File: src/rtl/bfg_pkg.sv
package bfg_pkg;

  // ---------------------------------------------------------------
  // flash geometry (word addresses)
  // ---------------------------------------------------------------
  localparam int          ADDR_W          = 14;
  localparam logic [13:0] HALT_REGION_LO  = 14'h3800;  // halting region start
  localparam logic [13:0] APP_RESET_ADDR  = 14'h0000;
  // loader region start per boot-size fuse code
  localparam logic [13:0] LOADER_LO_0     = 14'h3800;
  localparam logic [13:0] LOADER_LO_1     = 14'h3c00;
  localparam logic [13:0] LOADER_LO_2     = 14'h3e00;
  localparam logic [13:0] LOADER_LO_3     = 14'h3f00;

  // ---------------------------------------------------------------
  // register map (byte addresses)
  // ---------------------------------------------------------------
  localparam logic [7:0] REG_CTRL   = 8'h00;  // read enable, program, chip erase
  localparam logic [7:0] REG_STATUS = 8'h04;  // busy, halt, op active
  localparam logic [7:0] REG_LOCK   = 8'h08;  // lock bits
  localparam logic [7:0] REG_FUSE   = 8'h0c;  // fuse view, read only

  // ctrl bit positions
  localparam int CTRL_RE_BIT     = 0;  // concurrent_region_read_enable
  localparam int CTRL_LOCK_BIT   = 1;  // program lock bits from wdata[11:8]
  localparam int CTRL_ERASE_BIT  = 2;  // chip erase (programming interface)
  localparam int CTRL_EXTPRG_BIT = 3;  // access from programming interface

  // status bit positions
  localparam int ST_BUSY_BIT = 0;
  localparam int ST_HALT_BIT = 1;
  localparam int ST_OP_BIT   = 2;

  localparam logic [3:0]  LOCK_RESET = 4'hf;      // all unprogrammed
  localparam int          LOCK_LSB   = 8;
  localparam logic [1:0]  RESP_OKAY   = 2'b00;
  localparam logic [1:0]  RESP_SLVERR = 2'b10;
  localparam logic [1:0]  RESP_DECERR = 2'b11;

  // lock modes as bit pairs {high, low}
  localparam logic [1:0] LOCK_M1 = 2'b11;
  localparam logic [1:0] LOCK_M2 = 2'b10;
  localparam logic [1:0] LOCK_M3 = 2'b00;
  localparam logic [1:0] LOCK_M4 = 2'b01;

  typedef enum logic [1:0] {
    BFG_OP_NONE,
    BFG_OP_ERASE,
    BFG_OP_WRITE,
    BFG_OP_BUFFER
  } bfg_op_t;

endpackage : bfg_pkg

File: src/rtl/bfg_guard.sv
`timescale 1ns/1ps
// Function
// - concurrent region programming: only halting region readable, cpu keeps running
// - busy flag reads one while concurrent region is blocked
// - loader region always lies inside halting region
// - halting region programming stalls cpu; nothing readable meanwhile
// - lock bits only programmed by software; cleared only by chip erase; here reset also reloads LOCK_RESET
// - general write lock does not affect store programming
// - general read/write lock does not restrict load or store
// - application lock mode 1: no restriction
// - application lock mode 2: store writes to application blocked
// - application mode 3: store blocked, loader loads from application blocked
// - application mode 4: loader loads from application blocked, stores allowed
// - application modes 3,4 with loader vectors: suppress irq in application
// - loader lock mode 1: no restriction
// - loader lock mode 2: store writes to loader blocked
// - loader mode 3: store blocked, application loads from loader blocked
// - loader mode 4: application loads from loader blocked, stores allowed
// - loader modes 3,4 with application vectors: suppress irq in loader
// - boot reset fuse 1 starts at 0x0000, 0 at loader reset
// - cpu cannot alter fuses
// - boot size fuses set the region boundary
// - store ignored when executed from application region
// - writing read enable once no operation is in progress clears busy flag and releases region
module bfg_guard
  import bfg_pkg::*;
(
  input  wire logic                 clk,
  input  wire logic                 rst_n,
  // fuses, strapped at the pins
  input  wire logic                 boot_reset_select_fuse,
  input  wire logic [1:0]           boot_size_fuses,
  input  wire logic                 general_lock_write,
  input  wire logic                 general_lock_rw,
  // cpu access port
  input  wire logic [bfg_pkg::ADDR_W-1:0] pc_addr,
  input  wire logic                 acc_valid,
  input  wire logic                 acc_store,
  input  wire logic [bfg_pkg::ADDR_W-1:0] acc_addr,
  input  wire logic                 fetch_valid,
  input  wire logic [bfg_pkg::ADDR_W-1:0] fetch_addr,
  input  wire logic                 vectors_in_loader,
  input  wire logic                 irq_req,
  // flash programming engine
  input  wire logic                 flash_done,
  output logic                      acc_grant,
  output logic                      acc_deny,
  output logic                      fetch_grant,
  output logic                      prog_start,
  output logic [bfg_pkg::ADDR_W-1:0] prog_addr,
  output logic                      cpu_halt,
  output logic                      irq_out,
  output logic [bfg_pkg::ADDR_W-1:0] reset_vector,
  // axi4-lite slave
  input  wire logic [7:0]           s_axi_awaddr,
  input  wire logic                 s_axi_awvalid,
  output logic                      s_axi_awready,
  input  wire logic [31:0]          s_axi_wdata,
  input  wire logic [3:0]           s_axi_wstrb,
  input  wire logic                 s_axi_wvalid,
  output logic                      s_axi_wready,
  output logic [1:0]                s_axi_bresp,
  output logic                      s_axi_bvalid,
  input  wire logic                 s_axi_bready,
  input  wire logic [7:0]           s_axi_araddr,
  input  wire logic                 s_axi_arvalid,
  output logic                      s_axi_arready,
  output logic [31:0]               s_axi_rdata,
  output logic [1:0]                s_axi_rresp,
  output logic                      s_axi_rvalid,
  input  wire logic                 s_axi_rready
);

  // ---------------------------------------------------------------
  // state
  // ---------------------------------------------------------------
  typedef struct packed {
    logic [3:0]        lock;
    logic              busy;
    logic              halt;
    bfg_op_t           op;
    logic              acc_grant;
    logic              acc_deny;
    logic              fetch_grant;
    logic              prog_start;
    logic [ADDR_W-1:0] prog_addr;
    logic              irq_out;
    logic [ADDR_W-1:0] reset_vector;
    logic              aw_got;
    logic              w_got;
    logic [7:0]        awaddr;
    logic [31:0]       wdata;
    logic [3:0]        wstrb;
    logic              bvalid;
    logic [1:0]        bresp;
    logic              rvalid;
    logic [31:0]       rdata;
    logic [1:0]        rresp;
    logic              started;
    logic              awready;
    logic              wready;
    logic              arready;
  } bfg_state_t;

  bfg_state_t s;
  bfg_state_t next_s;

  // ---------------------------------------------------------------
  // region decode
  // ---------------------------------------------------------------
  logic [ADDR_W-1:0] loader_lo;
  logic              pc_in_loader;
  logic              tgt_in_loader;
  logic              tgt_in_halt;
  logic              fetch_in_halt;
  logic [1:0]        app_mode;
  logic [1:0]        ldr_mode;
  logic              app_ld_block;
  logic              ldr_ld_block;
  logic              store_block;
  logic              load_block;
  logic              read_blocked;

  always_comb
  begin
    // every loader start is at or above the halting region start
    if (boot_size_fuses == 2'b11)
      loader_lo = LOADER_LO_3;
    else if (boot_size_fuses == 2'b10)
      loader_lo = LOADER_LO_2;
    else if (boot_size_fuses == 2'b01)
      loader_lo = LOADER_LO_1;
    else
      loader_lo = LOADER_LO_0;
  end

  assign pc_in_loader  = (pc_addr >= loader_lo);
  assign tgt_in_loader = (acc_addr >= loader_lo);
  assign tgt_in_halt   = (acc_addr >= HALT_REGION_LO);
  assign fetch_in_halt = (fetch_addr >= HALT_REGION_LO);
  assign app_mode      = s.lock[1:0];
  assign ldr_mode      = s.lock[3:2];

  // general lock inputs deliberately do not enter these terms
  assign app_ld_block = pc_in_loader && !tgt_in_loader
                        && (app_mode == LOCK_M3 || app_mode == LOCK_M4);
  assign ldr_ld_block = !pc_in_loader && tgt_in_loader
                        && (ldr_mode == LOCK_M3 || ldr_mode == LOCK_M4);
  always_comb
  begin
    store_block = 1'b0;
    if (!pc_in_loader)
      store_block = 1'b1;
    else if (tgt_in_loader)
      store_block = (ldr_mode == LOCK_M2) || (ldr_mode == LOCK_M3);
    else
      store_block = (app_mode == LOCK_M2) || (app_mode == LOCK_M3);
  end
  assign load_block   = app_ld_block || ldr_ld_block;
  // halting region op blocks everything; concurrent op blocks its own region
  assign read_blocked = s.halt || (s.busy && !tgt_in_halt);

  // ---------------------------------------------------------------
  // next state
  // ---------------------------------------------------------------
  logic aw_take;
  logic w_take;
  logic wr_go;
  logic rd_go;
  logic wr_hit;

  assign aw_take = s_axi_awvalid && !s.aw_got && !s.bvalid;
  assign w_take  = s_axi_wvalid && !s.w_got && !s.bvalid;
  assign wr_go   = (s.aw_got || aw_take) && (s.w_got || w_take) && !s.bvalid;
  assign rd_go   = s_axi_arvalid && !s.rvalid;

  always_comb
  begin
    logic [7:0]  wa;
    logic [31:0] wd;
    logic [3:0]  ws;
    logic        prog_req;
    wa       = aw_take ? s_axi_awaddr : s.awaddr;
    wd       = w_take ? s_axi_wdata : s.wdata;
    ws       = w_take ? s_axi_wstrb : s.wstrb;
    prog_req = 1'b0;
    next_s = s;
    wr_hit = 1'b0;
    next_s.prog_start = 1'b0;
    next_s.started = 1'b1;
    // reset vector sampled once after reset release
    if (!s.started)
      next_s.reset_vector = boot_reset_select_fuse ? APP_RESET_ADDR : loader_lo;

    // cpu access check
    next_s.acc_grant = 1'b0;
    next_s.acc_deny  = 1'b0;
    if (acc_valid && !acc_store)
    begin
      next_s.acc_grant = !load_block && !read_blocked;
      next_s.acc_deny  = load_block;
    end
    else if (acc_valid && acc_store)
    begin
      if (store_block)
        next_s.acc_deny = 1'b1;
      else if (s.op == BFG_OP_NONE)
      begin
        next_s.acc_grant = 1'b1;
        prog_req         = 1'b1;
      end
    end
    next_s.fetch_grant = fetch_valid && !s.halt && !(s.busy && !fetch_in_halt);

    if (prog_req)
    begin
      next_s.op         = BFG_OP_WRITE;
      next_s.prog_start = 1'b1;
      next_s.prog_addr  = acc_addr;
      if (tgt_in_halt)
        next_s.halt = 1'b1;
      else
        next_s.busy = 1'b1;
    end
    else if (flash_done && s.op != BFG_OP_NONE)
    begin
      next_s.op   = BFG_OP_NONE;
      next_s.halt = 1'b0;
    end

    // register writes
    next_s.awaddr = wa;
    next_s.wdata  = wd;
    next_s.wstrb  = ws;
    if (aw_take)
      next_s.aw_got = 1'b1;
    if (w_take)
      next_s.w_got = 1'b1;
    if (wr_go)
    begin
      next_s.aw_got = 1'b0;
      next_s.w_got  = 1'b0;
      next_s.bvalid = 1'b1;
      next_s.bresp  = RESP_OKAY;
      if (wa == REG_CTRL)
      begin
        wr_hit = ws[0];
        if (ws[0] && wd[CTRL_RE_BIT] && s.op == BFG_OP_NONE && !prog_req)
          next_s.busy = 1'b0;
        if (ws[1] && wd[CTRL_LOCK_BIT] && pc_in_loader)
          next_s.lock = s.lock & wd[LOCK_LSB +: 4];
        if (ws[0] && wd[CTRL_ERASE_BIT] && wd[CTRL_EXTPRG_BIT])
          next_s.lock = LOCK_RESET;
      end
      else if (wa == REG_STATUS || wa == REG_LOCK || wa == REG_FUSE)
        next_s.bresp = RESP_SLVERR;
      else
        next_s.bresp = RESP_DECERR;
    end
    else if (s.bvalid && s_axi_bready)
      next_s.bvalid = 1'b0;
    // ready flops mirror the next hold state so the pins stay registered
    next_s.awready = !next_s.aw_got && !next_s.bvalid;
    next_s.wready  = !next_s.w_got && !next_s.bvalid;

    // register reads
    if (rd_go)
    begin
      next_s.rvalid = 1'b1;
      next_s.rresp  = RESP_OKAY;
      next_s.rdata  = 32'h0000_0000;
      if (s_axi_araddr == REG_CTRL)
        next_s.rdata = 32'h0000_0000;
      else if (s_axi_araddr == REG_STATUS)
      begin
        next_s.rdata[ST_BUSY_BIT] = s.busy;
        next_s.rdata[ST_HALT_BIT] = s.halt;
        next_s.rdata[ST_OP_BIT]   = (s.op != BFG_OP_NONE);
      end
      else if (s_axi_araddr == REG_LOCK)
        next_s.rdata[LOCK_LSB +: 4] = s.lock;
      else if (s_axi_araddr == REG_FUSE)
        next_s.rdata[2:0] = {boot_size_fuses, boot_reset_select_fuse};
      else
        next_s.rresp = RESP_DECERR;
    end
    else if (s.rvalid && s_axi_rready)
      next_s.rvalid = 1'b0;
    next_s.arready = !next_s.rvalid;

    // interrupt suppression by vector placement and while the cpu is halted
    next_s.irq_out = irq_req;
    if (vectors_in_loader && !pc_in_loader
        && (app_mode == LOCK_M3 || app_mode == LOCK_M4))
      next_s.irq_out = 1'b0;
    if (!vectors_in_loader && pc_in_loader
        && (ldr_mode == LOCK_M3 || ldr_mode == LOCK_M4))
      next_s.irq_out = 1'b0;
    if (s.halt)
      next_s.irq_out = 1'b0;
  end

  always_ff @(posedge clk)
  begin
    if (!rst_n)
    begin
      s              <= '0;
      s.lock         <= LOCK_RESET;
      s.op           <= BFG_OP_NONE;
      s.reset_vector <= APP_RESET_ADDR;
      s.awready      <= 1'b1;
      s.wready       <= 1'b1;
      s.arready      <= 1'b1;
    end
    else
      s <= next_s;
  end

  // ---------------------------------------------------------------
  // outputs
  // ---------------------------------------------------------------
  assign acc_grant     = s.acc_grant;
  assign acc_deny      = s.acc_deny;
  assign fetch_grant   = s.fetch_grant;
  assign prog_start    = s.prog_start;
  assign prog_addr     = s.prog_addr;
  assign cpu_halt      = s.halt;
  assign irq_out       = s.irq_out;
  assign reset_vector  = s.reset_vector;
  assign s_axi_awready = s.awready;
  assign s_axi_wready  = s.wready;
  assign s_axi_bvalid  = s.bvalid;
  assign s_axi_bresp   = s.bresp;
  assign s_axi_arready = s.arready;
  assign s_axi_rvalid  = s.rvalid;
  assign s_axi_rdata   = s.rdata;
  assign s_axi_rresp   = s.rresp;
endmodule : bfg_guard

File: config.mk
export PLATFORM = sky130hd
export DESIGN_NAME = bfg_guard
export DESIGN_NICKNAME = d
export VERILOG_FILES = /design/src/rtl/bfg_pkg.sv /design/src/rtl/bfg_guard.sv
export SDC_FILE = /design/constraint.sdc
export NUM_CORES = 1
export LEC_CHECK = 0
export BUFFER_PORTS_ARGS = -buffer_cell sky130_fd_sc_hd__clkbuf_2
export CORE_MARGIN = 8
export CORE_UTILIZATION = 45
export CTS_CLUSTER_DIAMETER = 80
export DETAILED_ROUTE_END_ITERATION = 12
export GPL_TIMING_DRIVEN = 0
export PLACE_DENSITY = 0.83
export SLEW_MARGIN = 20
export SYNTH_ARGS = -nofsm -noshare
export SYNTH_HDL_FRONTEND = slang
export SYNTH_SLANG_ARGS = --single-unit
File: constraint.sdc
create_clock -name clk -period 3.1 [get_ports clk]
set_input_delay 0.31 -clock clk [delete_from_list [all_inputs] [get_ports clk]]
set_output_delay 0.31 -clock clk [all_outputs]
set_load 0.02 [all_outputs]
==> flow_summary.rst <==
.. list-table::
   :header-rows: 1

   * - Metric
     - Value
   * - Hold_sp
     - rst_n
   * - Antenna cells
     - 0
   * - Post-synth top area share
     - 39.73%
   * - Total GRT Usage
     - 15.22%
   * - Row cnt
     - 31
   * - Quantity of hold-fixing buffers added after cts
     - 0
   * - Data arrival time at the worst-slack endpoint
     - 2.28 ns
   * - Critical R2R Capture
     - s[124]
   * - Post-synthesis cell type with the largest combined area
     - sky130_fd_sc_hd__dfxtp_1
   * - Number of buffers inserted by post-CTS setup repair
     - 0
   * - Maximum number of pins on one net before global-route repair
     - 11
   * - Die Wd
     - 102.0 um
   * - Biggest fanout along the worst timing path
     - 10
   * - Post-synthesis instance total
     - 354
   * - First-pass GRT wire length
     - 12.52 mm
   * - Num CTS Buffers
     - 9
   * - Power density over cell area
     - 459.0 nW/um^2
   * - Status
     - finished, final reports clean
   * - Cell area after synthesis
     - 3326 um^2
   * - Fillcell total
     - 674
   * - Period utilisation layout
     - 66.34%
   * - Number of buffer cells added on primary ports
     - 105
   * - Number of top-level design ports
     - 187
   * - Post-layout util
     - 59.50%
   * - Prevailing post-synth register cell
     - sky130_fd_sc_hd__dfxtp_1
   * - Setup Crit Path Kind
     - input pin to flip-flop
   * - Number of warnings reported in the yosys synthesis log
     - 0
   * - Share of layout cells above drive strength 1
     - 39.45%
   * - Worst hold-check path type
     - input pin to flip-flop
   * - Post-Place Worst Slack
     - 0.7305 ns
   * - Post-DP HPWL
     - 6.586 mm
   * - Worst vdd rail ir drop
     - 0.2241 mV
   * - Actual slew at the worst max-slew pin
     - 0.5348 ns
   * - # H-tree levels
     - 3
   * - Total power of the final layout
     - 1971 uW
   * - Grt ovf
     - 0
   * - Crit Reg-Reg Startpoint
     - s[78]
   * - Yosys reg bits
     - 66
   * - Worst setup SP type
     - input pin
   * - Detailed Routing Iterations Pass 1
     - 4
   * - Count of unresolved DRC violations after routing
     - 0
   * - Count of different cell masters after synthesis
     - 51
   * - Final Hold Fails
     - 0
   * - Floorplan die area
     - 10400 um^2
   * - Via density
     - 4.490
   * - Max-capacitance violation count
     - 0
   * - CTS tree
     - done
   * - Later-pin clock latency in the skew report
     - 0.33 ns
   * - Number of antenna violations at the first check in global routing
     - 0
   * - Die Span Y
     - 102.0 um
   * - Fin nets
     - 616
   * - Max Transition Viols Final
     - 0
   * - Area of all sequential standard cells
     - 1321 um^2
   * - Maximum clock rate
     - 486.3 MHz
   * - Worst rel slew slack
     - 64.19%
   * - Library cell used as clock root buffer
     - sky130_fd_sc_hd__clkbuf_8
   * - CTS Buffer Depth
     - 2
   * - Setup slack after layout
     - 1.044 ns
   * - TritonCTS sink count
     - 66
   * - Avg Synthesized Cell Area
     - 9.395 um^2
   * - RD Place Congestion
     - 0.8175
   * - Quantity of gates resized following cts
     - 0
   * - Number of enable-type register cells in the synthesized netlist
     - 0
   * - Worst Setup End Kind
     - flip-flop
   * - Final-report setup violation count
     - 0
   * - Dominant cells by area after synthesis
     - sky130_fd_sc_hd__dfxtp_1 40%, sky130_fd_sc_hd__buf_4 14%, sky130_fd_sc_hd__mux2i_1 9.0%
   * - Worst hold path cell count
     - 1
   * - Std-Cell Core Area
     - 7214 um^2
   * - Layout overhead on the synthesized area
     - 29.08%
   * - Fraction of synthesis flops using an asynchronous set or reset pin
     - 0%
   * - Leakage component of the power
     - 0.002164 uW
   * - Setup repair after global routing missed its margin
     - false
   * - Flop2flop setup slack
     - 1.20 ns
   * - Avg WL per Cell
     - 13.40 um
   * - Setup TNS Final
     - 0 ns
   * - Min Tclk post-route
     - 2.056 ns
   * - Number of global-route vias before repair
     - 2799
   * - Clock transition time at the flip-flop clock pins of the worst setup and hold paths
     - 0.07 ns
   * - Final antenna-violating net count
     - 0
   * - Share of synthesized area occupied by flip-flops and latches
     - 39.73%
   * - Initial DRC Count
     - 98
   * - Worst slack on hold paths
     - 0.1256 ns
   * - Hold Crit Endpoint
     - s[3]
   * - Starting density of the core
     - 46.10%
   * - Via count
     - 2721
   * - Multi-input logic area
     - 1548 um^2
   * - Routed wire length
     - 8.123 mm
   * - Setup clock skew after layout
     - 0.004708 ns
   * - Required time reported for the critical path endpoint
     - 3.32 ns
   * - FF-to-FF path depth
     - 6
-- critical path: stages --
cell	delay (ns)
sky130_fd_sc_hd__buf_6	0.11
sky130_fd_sc_hd__inv_1	0.05
sky130_fd_sc_hd__ha_1	0.29
sky130_fd_sc_hd__or2_2	0.29
sky130_fd_sc_hd__a21oi_1	0.27
sky130_fd_sc_hd__nor4b_2	0.11
sky130_fd_sc_hd__o2111ai_2	0.23
sky130_fd_sc_hd__buf_6	0.19
sky130_fd_sc_hd__buf_12	0.15
sky130_fd_sc_hd__mux2i_1	0.21
sky130_fd_sc_hd__nor2b_1	0.06
-- cell usage after synthesis, drive strengths merged (3+ instances only) --
library cell / number
a21oi: 7
dfxtp: 66
a21o: 4
nor4: 3
buf: 68
mux2i: 30
a21boi: 8
nand2b: 3
nand3: 8
o21bai: 3
and2: 5
nor4b: 3
nor2b: 41
inv: 4
nor2: 13
clkbuf: 9
nand2: 28
o21ai: 9
nor3: 5
nor3b: 4
a22oi: 4
-- sequential cells by signal, summed over array words and instances (netlist names) --
register / cells
acc_grant: 1
s_axi_rvalid: 1
acc_deny: 1
s_axi_bvalid: 1
reset_vector: 4
fetch_grant: 1
s_axi_rresp: 1
prog_start: 1
s_axi_rdata: 7
s_axi_bresp: 2
s: 23
s_axi_arready: 1
cpu_halt: 1
irq_out: 1
app_mode: 2
prog_addr: 14
ldr_mode: 2
s_axi_awready: 1
s_axi_wready: 1
-- cells in the final DEF, fill, tap and decap left out, types with 3 or more instances in the layout --
cell / synthesis / routed
sky130_fd_sc_hd__a21boi_0: 7 / 7
sky130_fd_sc_hd__a21o_1: 4 / 4
sky130_fd_sc_hd__a21oi_1: 6 / 6
sky130_fd_sc_hd__a22oi_1: 4 / 4
sky130_fd_sc_hd__and2_1: 5 / 5
sky130_fd_sc_hd__buf_4: 64 / 64
sky130_fd_sc_hd__clkbuf_1: 9 / 12
sky130_fd_sc_hd__clkbuf_2: 0 / 105
sky130_fd_sc_hd__clkbuf_8: 0 / 11
sky130_fd_sc_hd__conb_1: 1 / 33
sky130_fd_sc_hd__dfxtp_1: 66 / 66
sky130_fd_sc_hd__inv_1: 4 / 4
sky130_fd_sc_hd__mux2i_1: 30 / 30
sky130_fd_sc_hd__nand2_1: 28 / 28
sky130_fd_sc_hd__nand2b_1: 3 / 3
sky130_fd_sc_hd__nand3_1: 8 / 8
sky130_fd_sc_hd__nor2_1: 11 / 11
sky130_fd_sc_hd__nor2b_1: 41 / 41
sky130_fd_sc_hd__nor3_1: 5 / 5
sky130_fd_sc_hd__nor4_1: 3 / 3
sky130_fd_sc_hd__o21ai_0: 6 / 6
sky130_fd_sc_hd__o21ai_1: 3 / 3
sky130_fd_sc_hd__o21bai_1: 3 / 3
-- logic make-up after synthesis --
family | share of synthesized area [%]
AND/OR/NAND/NOR | 20.99
buffers and inverters | 17.34
flip-flops | 39.73
AO/OA/AOI/OAI | 12.04
multiplexers | 9.029
adder cells (fa/ha/maj) | 0.7523
other | 0.1128
-- final cells by class --
class                   instances  area share [%]
flip-flops and latches         66           30.78
multi-input cells             239           36.05
inverters                       4          0.3498
plain buffers                  77           13.09
clock buffers                  14           3.789
well taps                      99           2.885
repair buffers                105           12.24
clock inverters                 2          0.8161
-- metrics by stage --
| stage | cells | area (um^2) |
|---|---|---|
| 6_report | 606 | 4293 |
| 5_1_grt | 606 | 4293 |
| 4_1_cts | 606 | 4293 |
| 3_5_place_dp | 590 | 4095 |
| 3_3_place_gp | 590 | 4095 |
| 2_1_floorplan | 386 | 3446 |
-- routing by layer --
metal	up-vias	global-route usage, %	routed length [um]	part of all wire, %
met1	1206	15.68	3242	40
li1	1401	-	-	-
met4	0	5.192	92	1.1
met3	10	6.267	959	12
met5	-	0	0	0
met2	104	27.14	3829	47
-- report_power, final --
group | total [uW] | switching [uW] | internal, uW
Clock | 730 | 314 | 416
Sequential | 906 | 20.1 | 886
Combinational | 335 | 182 | 153
Total | 1970 | 516 | 1450
-- worst max-delay path by stage --
stage | endpoint | slack [ns] | from
floorplan | prog_addr[10] | 0.91 | boot_size_fuses[1]
global placement | prog_addr[6] | 0.77 | boot_size_fuses[1]
detailed placement | prog_addr[9] | 0.73 | boot_size_fuses[1]
CTS | prog_addr[7] | 1.04 | boot_size_fuses[1]
global route | prog_addr[7] | 0.95 | boot_size_fuses[1]
finish | prog_addr[7] | 1.04 | boot_size_fuses[1]
Note: power is estimated with default switching activity, not from simulation.
